## src/dlh_defines.vh

```
`ifndef DLH_DEFINES_VH
`define DLH_DEFINES_VH

// Serial clock is the VCO clock divided by this figure.
`define DLH_SER_DIV      8
`define DLH_DIV_W        3

// All counts below are in serial clock cycles.
`define DLH_CNT_W        8
`define DLH_ACK_LOW      8'h10
`define DLH_ACK_MIN      8'h20
`define DLH_SYNC_REQ     8'h80
`define DLH_SYNC_DLY     8'h10
`define DLH_SYNC_LOW     8'h80

// Read data word width.
`define DLH_WORD_W       16

`endif

```

## src/dlh_debug_link.v

```verilog
// Function
// - Serial clock is VCO clock divided by eight.
// - Acknowledge is 16 cycles low, then speedup.
// - Acknowledge starts 32 cycles after command end.
// - No upper bound on acknowledge delay.
// - Wait or stop discards pending command and pulses abort.
// - Byte read fetches data before acknowledging.
// - Reads return a word; host picks byte.
// - Device itself makes acknowledge falling edge.
// - No nested acknowledges; host aborts first.
// - Long low pulse runs timing reference, aborts.
// - Firmware access continues, acknowledge still suppressed.
// - Resume commands continue; only acknowledge cancelled.
// - Short low pulse aborts on falling edge.
// - Next falling edge after abort starts command.
// - Acknowledge off at reset; on/off commands.
// - Bits start on host edge, sixteen cycles.
// - Reference reply: wait 16, low 128, speedup.
`include "dlh_defines.vh"

module dlh_debug_link #(
    parameter DIV_W    = `DLH_DIV_W,
    parameter CNT_W    = `DLH_CNT_W,
    parameter WORD_W   = `DLH_WORD_W,
    parameter [CNT_W-1:0] ACK_LOW  = `DLH_ACK_LOW,
    parameter [CNT_W-1:0] ACK_MIN  = `DLH_ACK_MIN,
    parameter [CNT_W-1:0] SYNC_REQ = `DLH_SYNC_REQ,
    parameter [CNT_W-1:0] SYNC_DLY = `DLH_SYNC_DLY,
    parameter [CNT_W-1:0] SYNC_LOW = `DLH_SYNC_LOW
) (
    // Clock (the VCO clock) and reset
    input  wire              sys_clk,
    input  wire              rst_n,
    // Debug serial pin, open drain with speedup
    input  wire              debug_serial_pin_in,
    output reg               debug_serial_pin_out,
    output reg               debug_serial_pin_oe_n,
    // Decoded command from the debug module receiver
    input  wire              cmd_end,
    input  wire              cmd_read,
    input  wire              cmd_fw,
    input  wire              cmd_go,
    input  wire              cmd_ack_on,
    input  wire              cmd_ack_off,
    // Execution status from the CPU side
    input  wire              exec_done,
    input  wire              cpu_wait_stop,
    // Bus cycle for hardware reads
    output wire              bus_req,
    input  wire              bus_ack,
    input  wire [WORD_W-1:0] bus_rdata,
    // Status toward the debug module
    output reg  [WORD_W-1:0] read_word,
    output reg               ack_enabled,
    output reg               bit_start,
    output reg               cmd_abort,
    output reg               ack_sent,
    output reg               sync_done
);

    // One-hot state codes; an illegal code falls back to idle.
    localparam [8:0] ST_IDLE   = 9'h001;
    localparam [8:0] ST_PEND   = 9'h002;
    localparam [8:0] ST_ACK_LO = 9'h004;
    localparam [8:0] ST_ACK_HI = 9'h008;
    localparam [8:0] ST_LOW    = 9'h010;
    localparam [8:0] ST_WAIT   = 9'h020;
    localparam [8:0] ST_DLY    = 9'h040;
    localparam [8:0] ST_DRV    = 9'h080;
    localparam [8:0] ST_SPD    = 9'h100;

    // The divider wraps at this count, giving one tick per serial clock.
    localparam integer          DIV_LAST_I = `DLH_SER_DIV - 1;
    localparam [DIV_W-1:0]      DIV_LAST   = DIV_LAST_I[DIV_W-1:0];
    localparam [DIV_W-1:0]      DIV_ONE    = {{(DIV_W-1){1'b0}}, 1'b1};
    localparam [CNT_W-1:0]      CNT_ONE    = {{(CNT_W-1){1'b0}}, 1'b1};

    reg  [8:0]       st_q;
    reg  [8:0]       st_d;
    reg  [DIV_W-1:0] div_q;
    reg  [CNT_W-1:0] cnt_q;
    reg              pin_s1_q;
    reg              pin_s2_q;
    reg              pin_s3_q;
    reg              rd_q;
    reg              fw_q;
    reg              go_q;
    reg              done_q;
    reg              done_now;
    wire             tick;
    wire             driving;
    wire             fall;
    wire             take_cmd;

    // Saturating increment keeps long host low pulses from wrapping.
    function [CNT_W-1:0] sat_inc;
        input [CNT_W-1:0] v;
        begin
            sat_inc = (&v) ? v : v + CNT_ONE;
        end
    endfunction

    // Last tick of a phase lasting n serial cycles.
    function last_tick;
        input [CNT_W-1:0] c;
        input [CNT_W-1:0] n;
        input             t;
        begin
            last_tick = t && (c == n - CNT_ONE);
        end
    endfunction

    // The pin is ours in both acknowledge phases and in the reference low and speedup phases, not during the delay.
    function drives_pin;
        input [8:0] s;
        begin
            drives_pin = (s == ST_ACK_LO) || (s == ST_ACK_HI)
                         || (s == ST_DRV) || (s == ST_SPD);
        end
    endfunction

    // Only the one-tick speedup phases drive the pin high.
    function drives_high;
        input [8:0] s;
        begin
            drives_high = (s == ST_ACK_HI) || (s == ST_SPD);
        end
    endfunction

    assign tick     = (div_q == DIV_LAST);
    assign driving  = ~debug_serial_pin_oe_n;
    // Our own low drive must not look like a host edge.
    assign fall     = pin_s3_q & ~pin_s2_q & ~driving;
    // Held only until data arrives, so each read fetches once.
    assign bus_req  = (st_q == ST_PEND) & rd_q & ~done_q;
    // Commands are taken only in idle, so acknowledges cannot nest.
    assign take_cmd = (st_q == ST_IDLE) & cmd_end & ~fall;

    always @* begin
        done_now = done_q | (rd_q ? bus_ack : exec_done);
    end

    always @* begin
        st_d = st_q;
        case (st_q)
            ST_IDLE: begin
                // A host edge outranks a command end in the same cycle.
                if (fall) begin
                    st_d = ST_LOW;
                end else if (cmd_end && !cmd_ack_off) begin
                    st_d = ST_PEND;
                end
            end
            ST_PEND: begin
                if (fall) begin
                    st_d = ST_LOW;
                end else if (cpu_wait_stop && !done_q) begin
                    // Stop or wait discards only work not yet done.
                    st_d = ST_IDLE;
                end else if (done_q && cnt_q >= ACK_MIN) begin
                    // The wait here may be arbitrarily long.
                    st_d = ack_enabled ? ST_ACK_LO : ST_IDLE;
                end
            end
            ST_ACK_LO: begin
                // The first tick is partial, so this may run one tick short.
                if (last_tick(cnt_q, ACK_LOW, tick)) begin
                    st_d = ST_ACK_HI;
                end
            end
            ST_ACK_HI: begin
                // Release at the next tick, so the speedup lasts one tick.
                if (tick) begin
                    st_d = ST_IDLE;
                end
            end
            ST_LOW: begin
                // Released early, this was a bit start or a short abort.
                if (pin_s2_q) begin
                    st_d = ST_IDLE;
                end else if (cnt_q >= SYNC_REQ) begin
                    st_d = ST_WAIT;
                end
            end
            ST_WAIT: begin
                // The host may still hold the pin low; wait for high.
                if (pin_s2_q) begin
                    st_d = ST_DLY;
                end
            end
            ST_DLY: begin
                // Leave the host time to drop its speedup before we drive.
                if (last_tick(cnt_q, SYNC_DLY, tick)) begin
                    st_d = ST_DRV;
                end
            end
            ST_DRV: begin
                // The reference low phase is timed at our own serial rate.
                if (last_tick(cnt_q, SYNC_LOW, tick)) begin
                    st_d = ST_SPD;
                end
            end
            ST_SPD: begin
                if (tick) begin
                    st_d = ST_IDLE;
                end
            end
            default: begin
                st_d = ST_IDLE;
            end
        endcase
    end

    always @(posedge sys_clk) begin
        if (!rst_n) begin
            st_q                  <= ST_IDLE;
            div_q                 <= {DIV_W{1'b0}};
            cnt_q                 <= {CNT_W{1'b0}};
            // Starting at the idle high level avoids a false edge after reset.
            pin_s1_q              <= 1'b1;
            pin_s2_q              <= 1'b1;
            pin_s3_q              <= 1'b1;
            rd_q                  <= 1'b0;
            fw_q                  <= 1'b0;
            go_q                  <= 1'b0;
            done_q                <= 1'b0;
            read_word             <= {WORD_W{1'b0}};
            ack_enabled           <= 1'b0;
            bit_start             <= 1'b0;
            cmd_abort             <= 1'b0;
            ack_sent              <= 1'b0;
            sync_done             <= 1'b0;
            debug_serial_pin_out  <= 1'b0;
            debug_serial_pin_oe_n <= 1'b1;
        end else begin
            // Two stages tame the asynchronous pin; the third forms the edge.
            pin_s1_q  <= debug_serial_pin_in;
            pin_s2_q  <= pin_s1_q;
            pin_s3_q  <= pin_s2_q;
            st_q      <= st_d;
            bit_start <= 1'b0;
            cmd_abort <= 1'b0;
            // Completion pulses come with the release of the pin.
            ack_sent  <= (st_q == ST_ACK_HI) && (st_d == ST_IDLE);
            sync_done <= (st_q == ST_SPD) && (st_d == ST_IDLE);
            // Bit time is measured from the perceived host edge.
            div_q <= (fall || tick) ? {DIV_W{1'b0}}
                                    : div_q + DIV_ONE;
            // Each phase is timed from its own start.
            if (st_d != st_q) begin
                cnt_q <= {CNT_W{1'b0}};
            end else if (tick) begin
                cnt_q <= sat_inc(cnt_q);
            end
            // A host edge in idle opens a new bit or command.
            if (st_q == ST_IDLE && fall) begin
                bit_start <= 1'b1;
            end
            if (take_cmd) begin
                rd_q   <= cmd_read;
                fw_q   <= cmd_fw;
                go_q   <= cmd_go;
                // The enable command counts as done at once; its acknowledge still waits for ACK_MIN.
                done_q <= cmd_ack_on;
                if (cmd_ack_on) begin
                    ack_enabled <= 1'b1;
                end
                if (cmd_ack_off) begin
                    ack_enabled <= 1'b0;
                end
            end
            if (st_q == ST_PEND) begin
                if (bus_req && bus_ack) begin
                    // The whole word is kept; choosing the byte is the host's.
                    read_word <= bus_rdata;
                end
                done_q <= done_now;
                if (fall) begin
                    // Firmware and resume work runs on; only the
                    // acknowledge is dropped.
                    cmd_abort <= ~fw_q & ~go_q;
                end else if (cpu_wait_stop && !done_q) begin
                    cmd_abort <= 1'b1;
                end
            end
            if (st_d == ST_WAIT && st_q == ST_LOW) begin
                cmd_abort <= 1'b1;
            end
            // Leaving the pending state forgets any completion seen.
            if (st_d != ST_PEND) begin
                done_q <= 1'b0;
            end
            // The device owns the acknowledge falling edge.
            debug_serial_pin_oe_n <= ~drives_pin(st_d);
            debug_serial_pin_out  <= drives_high(st_d);
        end
    end

endmodule

```

## config.mk

```make
export PLATFORM = sky130hd
export DESIGN_NAME = dlh_debug_link
export DESIGN_NICKNAME = d
export VERILOG_FILES = /design/src/dlh_debug_link.v
export VERILOG_INCLUDE_DIRS = /design/src
export SDC_FILE = /design/constraint.sdc
export NUM_CORES = 1
export LEC_CHECK = 0
export ABC_CLOCK_PERIOD_IN_PS = 6780
export BUFFER_PORTS_ARGS = -buffer_cell sky130_fd_sc_hd__buf_2
export CORE_MARGIN = 2
export CORE_UTILIZATION = 59
export DETAILED_ROUTE_END_ITERATION = 16
export PLACE_DENSITY_LB_ADDON = 0.12
export SYNTH_ARGS = -nofsm -noshare
export SYNTH_HDL_FRONTEND = slang
export SYNTH_SLANG_ARGS = --single-unit
```

## constraint.sdc

```tcl
create_clock -name sys_clk -period 6.78 [get_ports sys_clk]
set_input_delay 0.678 -clock sys_clk [delete_from_list [all_inputs] [get_ports sys_clk]]
set_output_delay 0.678 -clock sys_clk [all_outputs]
set_load 0.1 [all_outputs]
```

=== Word-level counts from Yosys, hierarchy flattened ===
Cells that the tools add are included.

* Register bits: 50
* Bits of input ports: 28
* Output and inout bits: 24
* Word-level logic and storage cells: 109

* Add/subtract/negate cells: 2
* $lt $le $gt $ge: 2
* Eq/ne operators: 20
* Muxes and demuxes: 24
* Bitwise operators: 16
* Reduce and logical (&&, ||, !) cells: 27

{| class="wikitable"
|+ Operators with widths
! operator !! number
|-
| 9-bit two-way mux || 12
|-
| 9-bit one-hot mux with 8 select lines || 1
|-
| 9-bit by 1-bit == test with 1-bit output, second input constant || 2
|-
| 9-bit by 3-bit == test with 1-bit output, second input constant || 2
|-
| 9-bit by 4-bit == test with 1-bit output, second input constant || 2
|-
| 9-bit by 6-bit == test with 1-bit output, second input constant || 2
|-
| 9-bit by 8-bit == test with 1-bit output, second input constant || 2
|-
| 9-bit == test, second input constant || 2
|-
| 1-bit logical AND || 10
|-
| 1-bit two-way mux || 10
|-
| 9-bit by 2-bit == test with 1-bit output, second input constant || 1
|-
| 9-bit by 5-bit == test with 1-bit output, second input constant || 1
|-
| 9-bit by 7-bit == test with 1-bit output, second input constant || 1
|-
| 9-bit by 2-bit inequality test with 1-bit output, second input constant || 1
|-
| 9-bit inequality test || 1
|-
| 8-bit by 1-bit adder with 8-bit output, second input constant || 1
|-
| 8-bit by 4-bit == test with 1-bit output, second input constant || 1
|-
| 8-bit by 7-bit == test with 1-bit output, second input constant || 1
|-
| 8-bit by 6-bit greater-or-equal comparator with 1-bit output, second input constant || 1
|-
| 8-bit greater-or-equal comparator, second input constant || 1
|-
| 1-bit NOT || 8
|-
| 8-bit AND reduction || 1
|-
| 2-bit OR reduction || 4
|-
| 1-bit AND || 7
|-
| other kinds (8) || 16
|}

=== Logic depth before layout (Yosys ltp) ===
Gate-level depths: netlist of the first run.

* Depth in word-level cells: 11
* Depth in mapped cells: 9
* Mapped depth without buffers: 8

=== Worst setup path before layout of the first run ===
Ideal clock, no wire load.

* Kind: register to register
* Start: register st_q[0]
* End: register read_word[10]
* Library setup time: 128 ps
* Data arrival time: 2,841 ps
* Required time: 6,652 ps
* Path slack: 3,812 ps
* Stages on the path, launching flop included: 9
* Path buffers: 2
* Period minus slack after synthesis: 2,968 ps
* Cells stage by stage: dfxtp_1 -> buf_6 -> or4b_4 -> or3_4 -> nor3b_4 -> nand2_4 -> buf_6 -> mux2i_1 -> nor2_1

* Word-level cells in the longest chain between the ends: 5

{| class="wikitable"
|+ RTL lines
! item !! RTL line !! RTL
|-
| start: declaration || dlh_debug_link.v:78 || <nowiki>reg [8:0] st_q;</nowiki>
|-
| start signal: assignment || dlh_debug_link.v:240 || <nowiki>st_q <= st_d;</nowiki>
|-
| 9-bit by 2-bit == test with 1-bit output || dlh_debug_link.v:135 || <nowiki>assign bus_req = (st_q == ST_PEND) & rd_q & ~done_q;</nowiki>
|-
| 1-bit AND (2 in series) || dlh_debug_link.v:135 ||
|-
| via bus_req || dlh_debug_link.v:49 || <nowiki>output wire bus_req,</nowiki>
|-
| 1-bit logical AND || dlh_debug_link.v:273 || <nowiki>if (bus_req && bus_ack) begin</nowiki>
|-
| 2-bit AND reduction (no line) || n/a ||
|-
| end signal: assignment || dlh_debug_link.v:227 || <nowiki>read_word <= {WORD_W{1'b0}};</nowiki>
|-
| end signal: assignment || dlh_debug_link.v:275 || <nowiki>read_word <= bus_rdata;</nowiki>
|-
| end: declaration || dlh_debug_link.v:53 || <nowiki>output reg [WORD_W-1:0] read_word,</nowiki>
|}

The timed path passes the listed nets, and every way through them passes these cells.
A chain may end at the register's enable or synchronous reset.

=== Worst setup path after layout of the first run ===
* Start: register st_q[8]
* End: output port bus_req

* Word-level cells in the longest chain between the ends: 3

{| class="wikitable"
|+ RTL lines
! item !! RTL line
|-
| 9-bit by 2-bit == test with 1-bit output || dlh_debug_link.v:135
|-
| 1-bit AND (2 in series) || dlh_debug_link.v:135
|-
| end: declaration || dlh_debug_link.v:49
|}

Every way passes these cells.

==> out/qor.csv, run 1 <==
metric,value,unit
status,"finished, final reports clean",
DRC viols,0,
largest family of logic cells by synthesized area,simple AND/OR/NAND/NOR gates,
VDD IR-drop max,0.109,mV
core footprint,4290,um^2
fin crit share,48.2,%
Mean Syn Cell Area,8.79,um^2
CTS Root Cell,clkbuf_8,
Max transition margin,38.9,%
I/O Pins,52,
initial drt markers,384,
maximum fanout along the worst path,12,
Pwr Density,188,nW/um^2
Nets,369,
CP startpoint kind,register,
vias,2434,
"FFs w/ async S/R, synth",0,%
CP arrival,2590,ps
WL per Instance,16.4,um
Leak Pwr,1.32,nW
sequential share of the synthesized area,38.6,%
Slew Limit Fails,0,
Yosys reg bits,50,
pre-CTS setup slack,3880,ps
cts repair resizes,0,
mapped cell area,2590,um^2
actual slew at the worst max-slew pin,909,ps
Setup Buffers After CTS,0,
Worst Skew,11.7,ps
Die Y,70.3,um
FF+latch area,1000,um^2
Buffers on Ports,51,
YS warnings,0,
maxcap violations,0,
Synth top cells by count,"dfxtp_1, nor2_1, mux2i_1, nor3_1, nand4_1",
"Net Count, Synth",327,
unrepaired setup endpoints after global routing,no,
fill cell count,355,
"Clk Latency, worst-skew pair",310,ps
Worst Path Required,6100,ps
Layout area overhead,12.6,%
min cycle time layout,3270,ps
GR Util All Layers,26.6,%
area of the multi-input gates,1480,um^2
Overall Power,0.000548,W
worst setup margin,3510,ps
Post-synth EDFFs,0,
RePlAce Congestion,0.960,
total negative slack,0,ps
clock slew at reported path FFs,100,ps
Hold Path Class,register to register,
number of setup violations in the final report,0,
drt via density,6.26,
H-Tree Depth,2,
layout cell share with drive strength beyond 1,21.7,%
Synth cell types,59,
die area,4940,um^2
Adder-Cell Fraction of Synth Area,1.93,%
critical path capture point type,output port,
"top cells by area, synth","dfxtp_1, mux2i_1, nor2_1",
Setup CP Type,register to output port,
Pre-antenna DRT Iters,5,
Longest Clk Path Bufs,2,
Fmax achieved,0.306,GHz
cts hold-fix bufs,0,
fin util,68.0,%
Overflow after GRT,0,
Antenna Cells,0,
Synth Area in Simple Gates,31.2,%
CTS Buf Count,5,
Synth area leader,dfxtp_1,
largest net degree at the start of global routing,30,
first-pass GRT wire length,10500,um
Synth Area in XOR/XNOR,2.36,%
vias in the first global route,2194,
"Top FF cell, synth",dfxtp_1,
# clock sinks,50,
gate count of the mapped netlist,295,
hold violation count in the final report,0,
top-area cell type share of the netlist area,38.6,%
FP Rows,24,
"count leader, synth",dfxtp_1,
CTS tree,done,
Synth Area in Compound Gates,12.9,%
DP Wirelength,4710,um
Die W,70.3,um
Starting Density,60.4,%
detailed-route wire length,6380,um
post-route ant nets,0,
multiplexer area fraction after synthesis,8.54,%
initial antenna violation count,0,
-- where the power goes --
part,total [W],internal (W),switching (W),leakage [nW]
combinational,0.0000720,0.0000269,0.0000451,0.880
sequential,0.000306,0.000299,0.00000664,0.405
clock,0.000170,0.0000706,0.0000995,0.0362
-- cell families after synthesis --
kind of cell | after synthesis
AOI/OAI and AO/OA | 47
xor gates and xnor gates | 7
adders and majority gates | 4
buffers and inverters | 26
DFF | 50
muxes | 22
and+or+nand+nor | 139
-- final timing paths --
| check | startpoint | to | slack, ps | cells past startpoint |
|---|---|---|---|---|
| worst min register to register | pin_s1_q$_SDFF_PN1_ | pin_s2_q$_SDFF_PN1_ | 430 | 1 |
| worst max-delay path | st_q[8]$_SDFF_PN0_ | bus_req | 3510 | 4 |
| worst max register to register | div_q[0]$_SDFF_PP0_ | cnt_q[6]$_SDFFE_PP0P_ | 3990 | 7 |
| worst min-delay path | pin_s1_q$_SDFF_PN1_ | pin_s2_q$_SDFF_PN1_ | 430 | 1 |
-- stage by stage --
| stage | area, um^2 | hold WS, ps | instances |
|---|---|---|---|
| after floorplan | 2590 | 386 | 295 |
| after global placement | 2840 | 389 | 382 |
| after detailed placement | 2840 | 410 | 382 |
| after CTS | 2920 | 432 | 389 |
| after global routing | 2920 | 463 | 389 |
| final | 2920 | 430 | 389 |
-- area by class of cell --
class                           count  share of cell area [%]
Multi-Input combinational cell    219                    50.5
Sequential cell                    50                    34.3
Timing Repair Buffer               52                    8.99
Clock buffer                        5                    2.36
Tap cell                           52                    2.23
Inverter                            9                    1.16
Clock inverter                      2                   0.514
-- placed cells by master, fill, tap and decap left out, types with 6 or more instances in the layout --
cell type  count
a21oi_1        8
dfxtp_1       50
and3_1         6
nand3_1       11
o21ai_0        7
buf_2         51
nand2_1        9
mux2i_1       21
nor2_1        33
nand4_1       12
nor3_1        19
nor4_1         9
inv_1          9
nand2b_1       9
-- registers in the layout (all words and copies together), names as in the netlist --
signal	count
sync_done	1
ack_sent	1
debug_serial_pin_out	1
done_q	1
cnt_q	8
cmd_abort	1
ack_enabled	1
bit_start	1
pin_s3_q	1
debug_serial_pin_oe_n	1
rd_q	1
read_word	16
fw_q	1
st_q	9
pin_s2_q	1
pin_s1_q	1
go_q	1
div_q	3
-- worst max-delay path, cell delays in order (launching register included) --
cell	delay [ps]
dfxtp_1	460
or4_1	670
or3_4	430
nor3b_4	260
buf_2	470
-- metal layers --
metal | routed length, um | vias to the layer above | global-route usage (%)
met5 | 0 | - | 0
met3 | 467 | 25 | 3.90
met4 | 209 | 0 | 12.0
met2 | 2990 | 120 | 41.4
li1 | - | 1175 | -
met1 | 2710 | 1114 | 36.5
Note: power is estimated with default switching activity, not from simulation.
==> run 2: changes to the inputs <==
Settings changed: ABC_CLOCK_PERIOD_IN_PS 6780 to 2700, CORE_UTILIZATION 59 to 49.
Clock period 6.78 ns to 2.7 ns, I/O delays scaled along.
==> run 2 against run 1 <==
  * Clock skew is 4.7 ps lower
  * Highest routed layer unchanged
  * Final area increased by 5.9%
  * Worst setup slack got worse by 3300 ps
  * Combinational power rose to 2.7 times the previous value
  * Total power rose to 2.7 times the previous value
  * First-iteration DRC count shrank 29%
==> out/qor.csv, run 2 (synthesized netlist as in run 1, its figures left out) <==
metric,value,unit,change
CP startpoint kind,register,,
worst r2r dst,cnt_q[6]$_SDFFE_PP0P_,,
maxcap violations,0,,unchanged
DP Wirelength,5090,um,+8.1%
fin crit share,93.3,%,
status,"finished, final reports clean",,
"Clk Latency, worst-skew pair",310,ps,about the same
I/O Pins,52,,unchanged
actual slew at the worst max-slew pin,679,ps,-230 ps
Overflow after GRT,0,,unchanged
Layout area overhead,19.2,%,
initial drt markers,274,,-29%
fill cell count,472,,+33%
Stages on worst setup path,4,,unchanged
maximum fanout along the worst path,7,,-5
cts hold-fix bufs,0,,unchanged
largest net degree at the start of global routing,30,,unchanged
cts repair resizes,0,,unchanged
Buffers on Ports,51,,unchanged
worst hold slack,154,ps,-276 ps
hold violation count in the final report,0,,unchanged
Leak Pwr,1.41,nW,+7.1%
CTS Root Cell,clkbuf_8,,
most flop-heavy register,read_word,,
GR Util All Layers,23.6,%,-3.0 points
clock slew at reported path FFs,90,ps,about the same
FP Rows,26,,+8.3%
Top Family by Delay on Critical Path,simple AND/OR/NAND/NOR gates,,
Antenna Cells,0,,unchanged
biggest regs,"read_word (16), st_q (9), cnt_q (8)",,
Setup crit end,bus_req,,
CTS Buf Count,5,,unchanged
total negative slack,0,ps,unchanged
Reg2Reg Depth,7,,unchanged
Fmax achieved,0.397,GHz,
# clock sinks,50,,unchanged
worst r2r src,st_q[1]$_SDFF_PN0_,,
Crit-path slowest cell,or4_1,,
drt via density,5.76,,-8.0%
first-pass GRT wire length,11300,um,+8.1%
detailed-route wire length,6660,um,+4.3%
Die W,76.8,um,+9.2%
core footprint,5110,um^2,+19%
Overall Power,0.00149,W,+170%
Pwr Density,482,nW/um^2,+160%
Hold Crit Start,debug_serial_pin_in,,
crit path cell chain,"or4_1, or3_4, nor3b_4, buf_12",,
Max transition margin,54.3,%,+15 points
fin cells,422,,+8.5%
post-route ant nets,0,,unchanged
Starting Density,50.8,%,-9.6 points
max FFs per register,16,,unchanged
die area,5890,um^2,+19%
critical path capture point type,output port,,
layout cell share with drive strength beyond 1,25.0,%,+3.3 points
vias in the first global route,2357,,+7.4%
worst setup path start,st_q[8]$_SDFF_PN0_,,
CP arrival,2250,ps,-340 ps
min cycle time layout,2520,ps,
initial antenna violation count,0,,unchanged
CTS tree,done,,
H-Tree Depth,2,,unchanged
Slew Limit Fails,0,,unchanged
RePlAce Congestion,0.975,,+1.5%
Longest Clk Path Bufs,2,,unchanged
WL per Instance,15.8,um,-3.9%
dpl cells,414,,+8.4%
DRC viols,0,,unchanged
Setup Buffers After CTS,0,,unchanged
most frequent cells in the layout,"dfxtp_1, buf_2, nor2_1, mux2i_1, nor3_1",,
r2r setup slk,340,ps,-3650 ps
Hold Path Class,input pin to register,,
vias,2430,,-0.16%
Die Y,76.8,um,+9.2%
Worst Path Required,2430,ps,-3670 ps
Worst Skew,7.01,ps,-4.69 ps
Pre-antenna DRT Iters,5,,unchanged
number of setup violations in the final report,0,,unchanged
Nets,383,,+3.8%
VDD IR-drop max,0.570,mV,+420%
Setup CP Type,register to output port,,
unrepaired setup endpoints after global routing,no,,
crit-path max cell delay,610,ps,-60 ps
Buf/Inv on CP,1,,unchanged
## run 2: cell count changes in the layout (fill, tap and decap cells not counted), sizes merged
cell / delta
buf: +14
bufinv: +1
clkinvlp: -2
inv: +1
clkinv: +1
## run 2: layer usage
metal  part of all wire [%]  wire [um]  up-vias  GRT usage, %
met3                    4.8        319       18          3.88
li1                       -          -     1212             -
met1                     47       3130     1113          32.3
met5                      0          0        -             0
met2                     46       3030       87          37.4
met4                    2.6        172        0          8.73
## run 2: how the worst min path moves through the flow
stage | endpoint | slack (ps) | cells past startpoint
2_1_floorplan | ack_enabled$_SDFFE_PN0P_ | 370 | 1
3_3_place_gp | pin_s2_q$_SDFF_PN1_ | 400 | 1
3_5_place_dp | pin_s2_q$_SDFF_PN1_ | 390 | 1
4_1_cts | pin_s1_q$_SDFF_PN1_ | 150 | 2
5_1_grt | ack_enabled$_SDFFE_PN0P_ | 150 | 2
6_report | pin_s1_q$_SDFF_PN1_ | 150 | 2
## run 2: cell type report
class / count / area [um^2] / area share, %
sequential: 50 / 1000 / 32.4
multi-input combinational: 219 / 1480 / 47.7
tap: 70 / 87.6 / 2.83
inverter: 9 / 33.8 / 1.09
clock buffer: 5 / 68.8 / 2.22
clock inverter: 3 / 43.8 / 1.42
timing repair buffer: 66 / 383 / 12.4
## run 2: power by group
part           internal [W]  switching (W)
Sequential         0.000751      0.0000150
Combinational     0.0000788       0.000117
Clock              0.000278       0.000253
Total               0.00111       0.000384
## run 2: stage by stage
step	utilization (%)	setup slack (ps)	instance area, um^2
after floorplan	-	-247	2590
after global routing	60.6	105	3090
after CTS	60.6	184	3090
after global placement	58.4	320	2980
final	60.6	181	3090
after detailed placement	58.4	374	2980
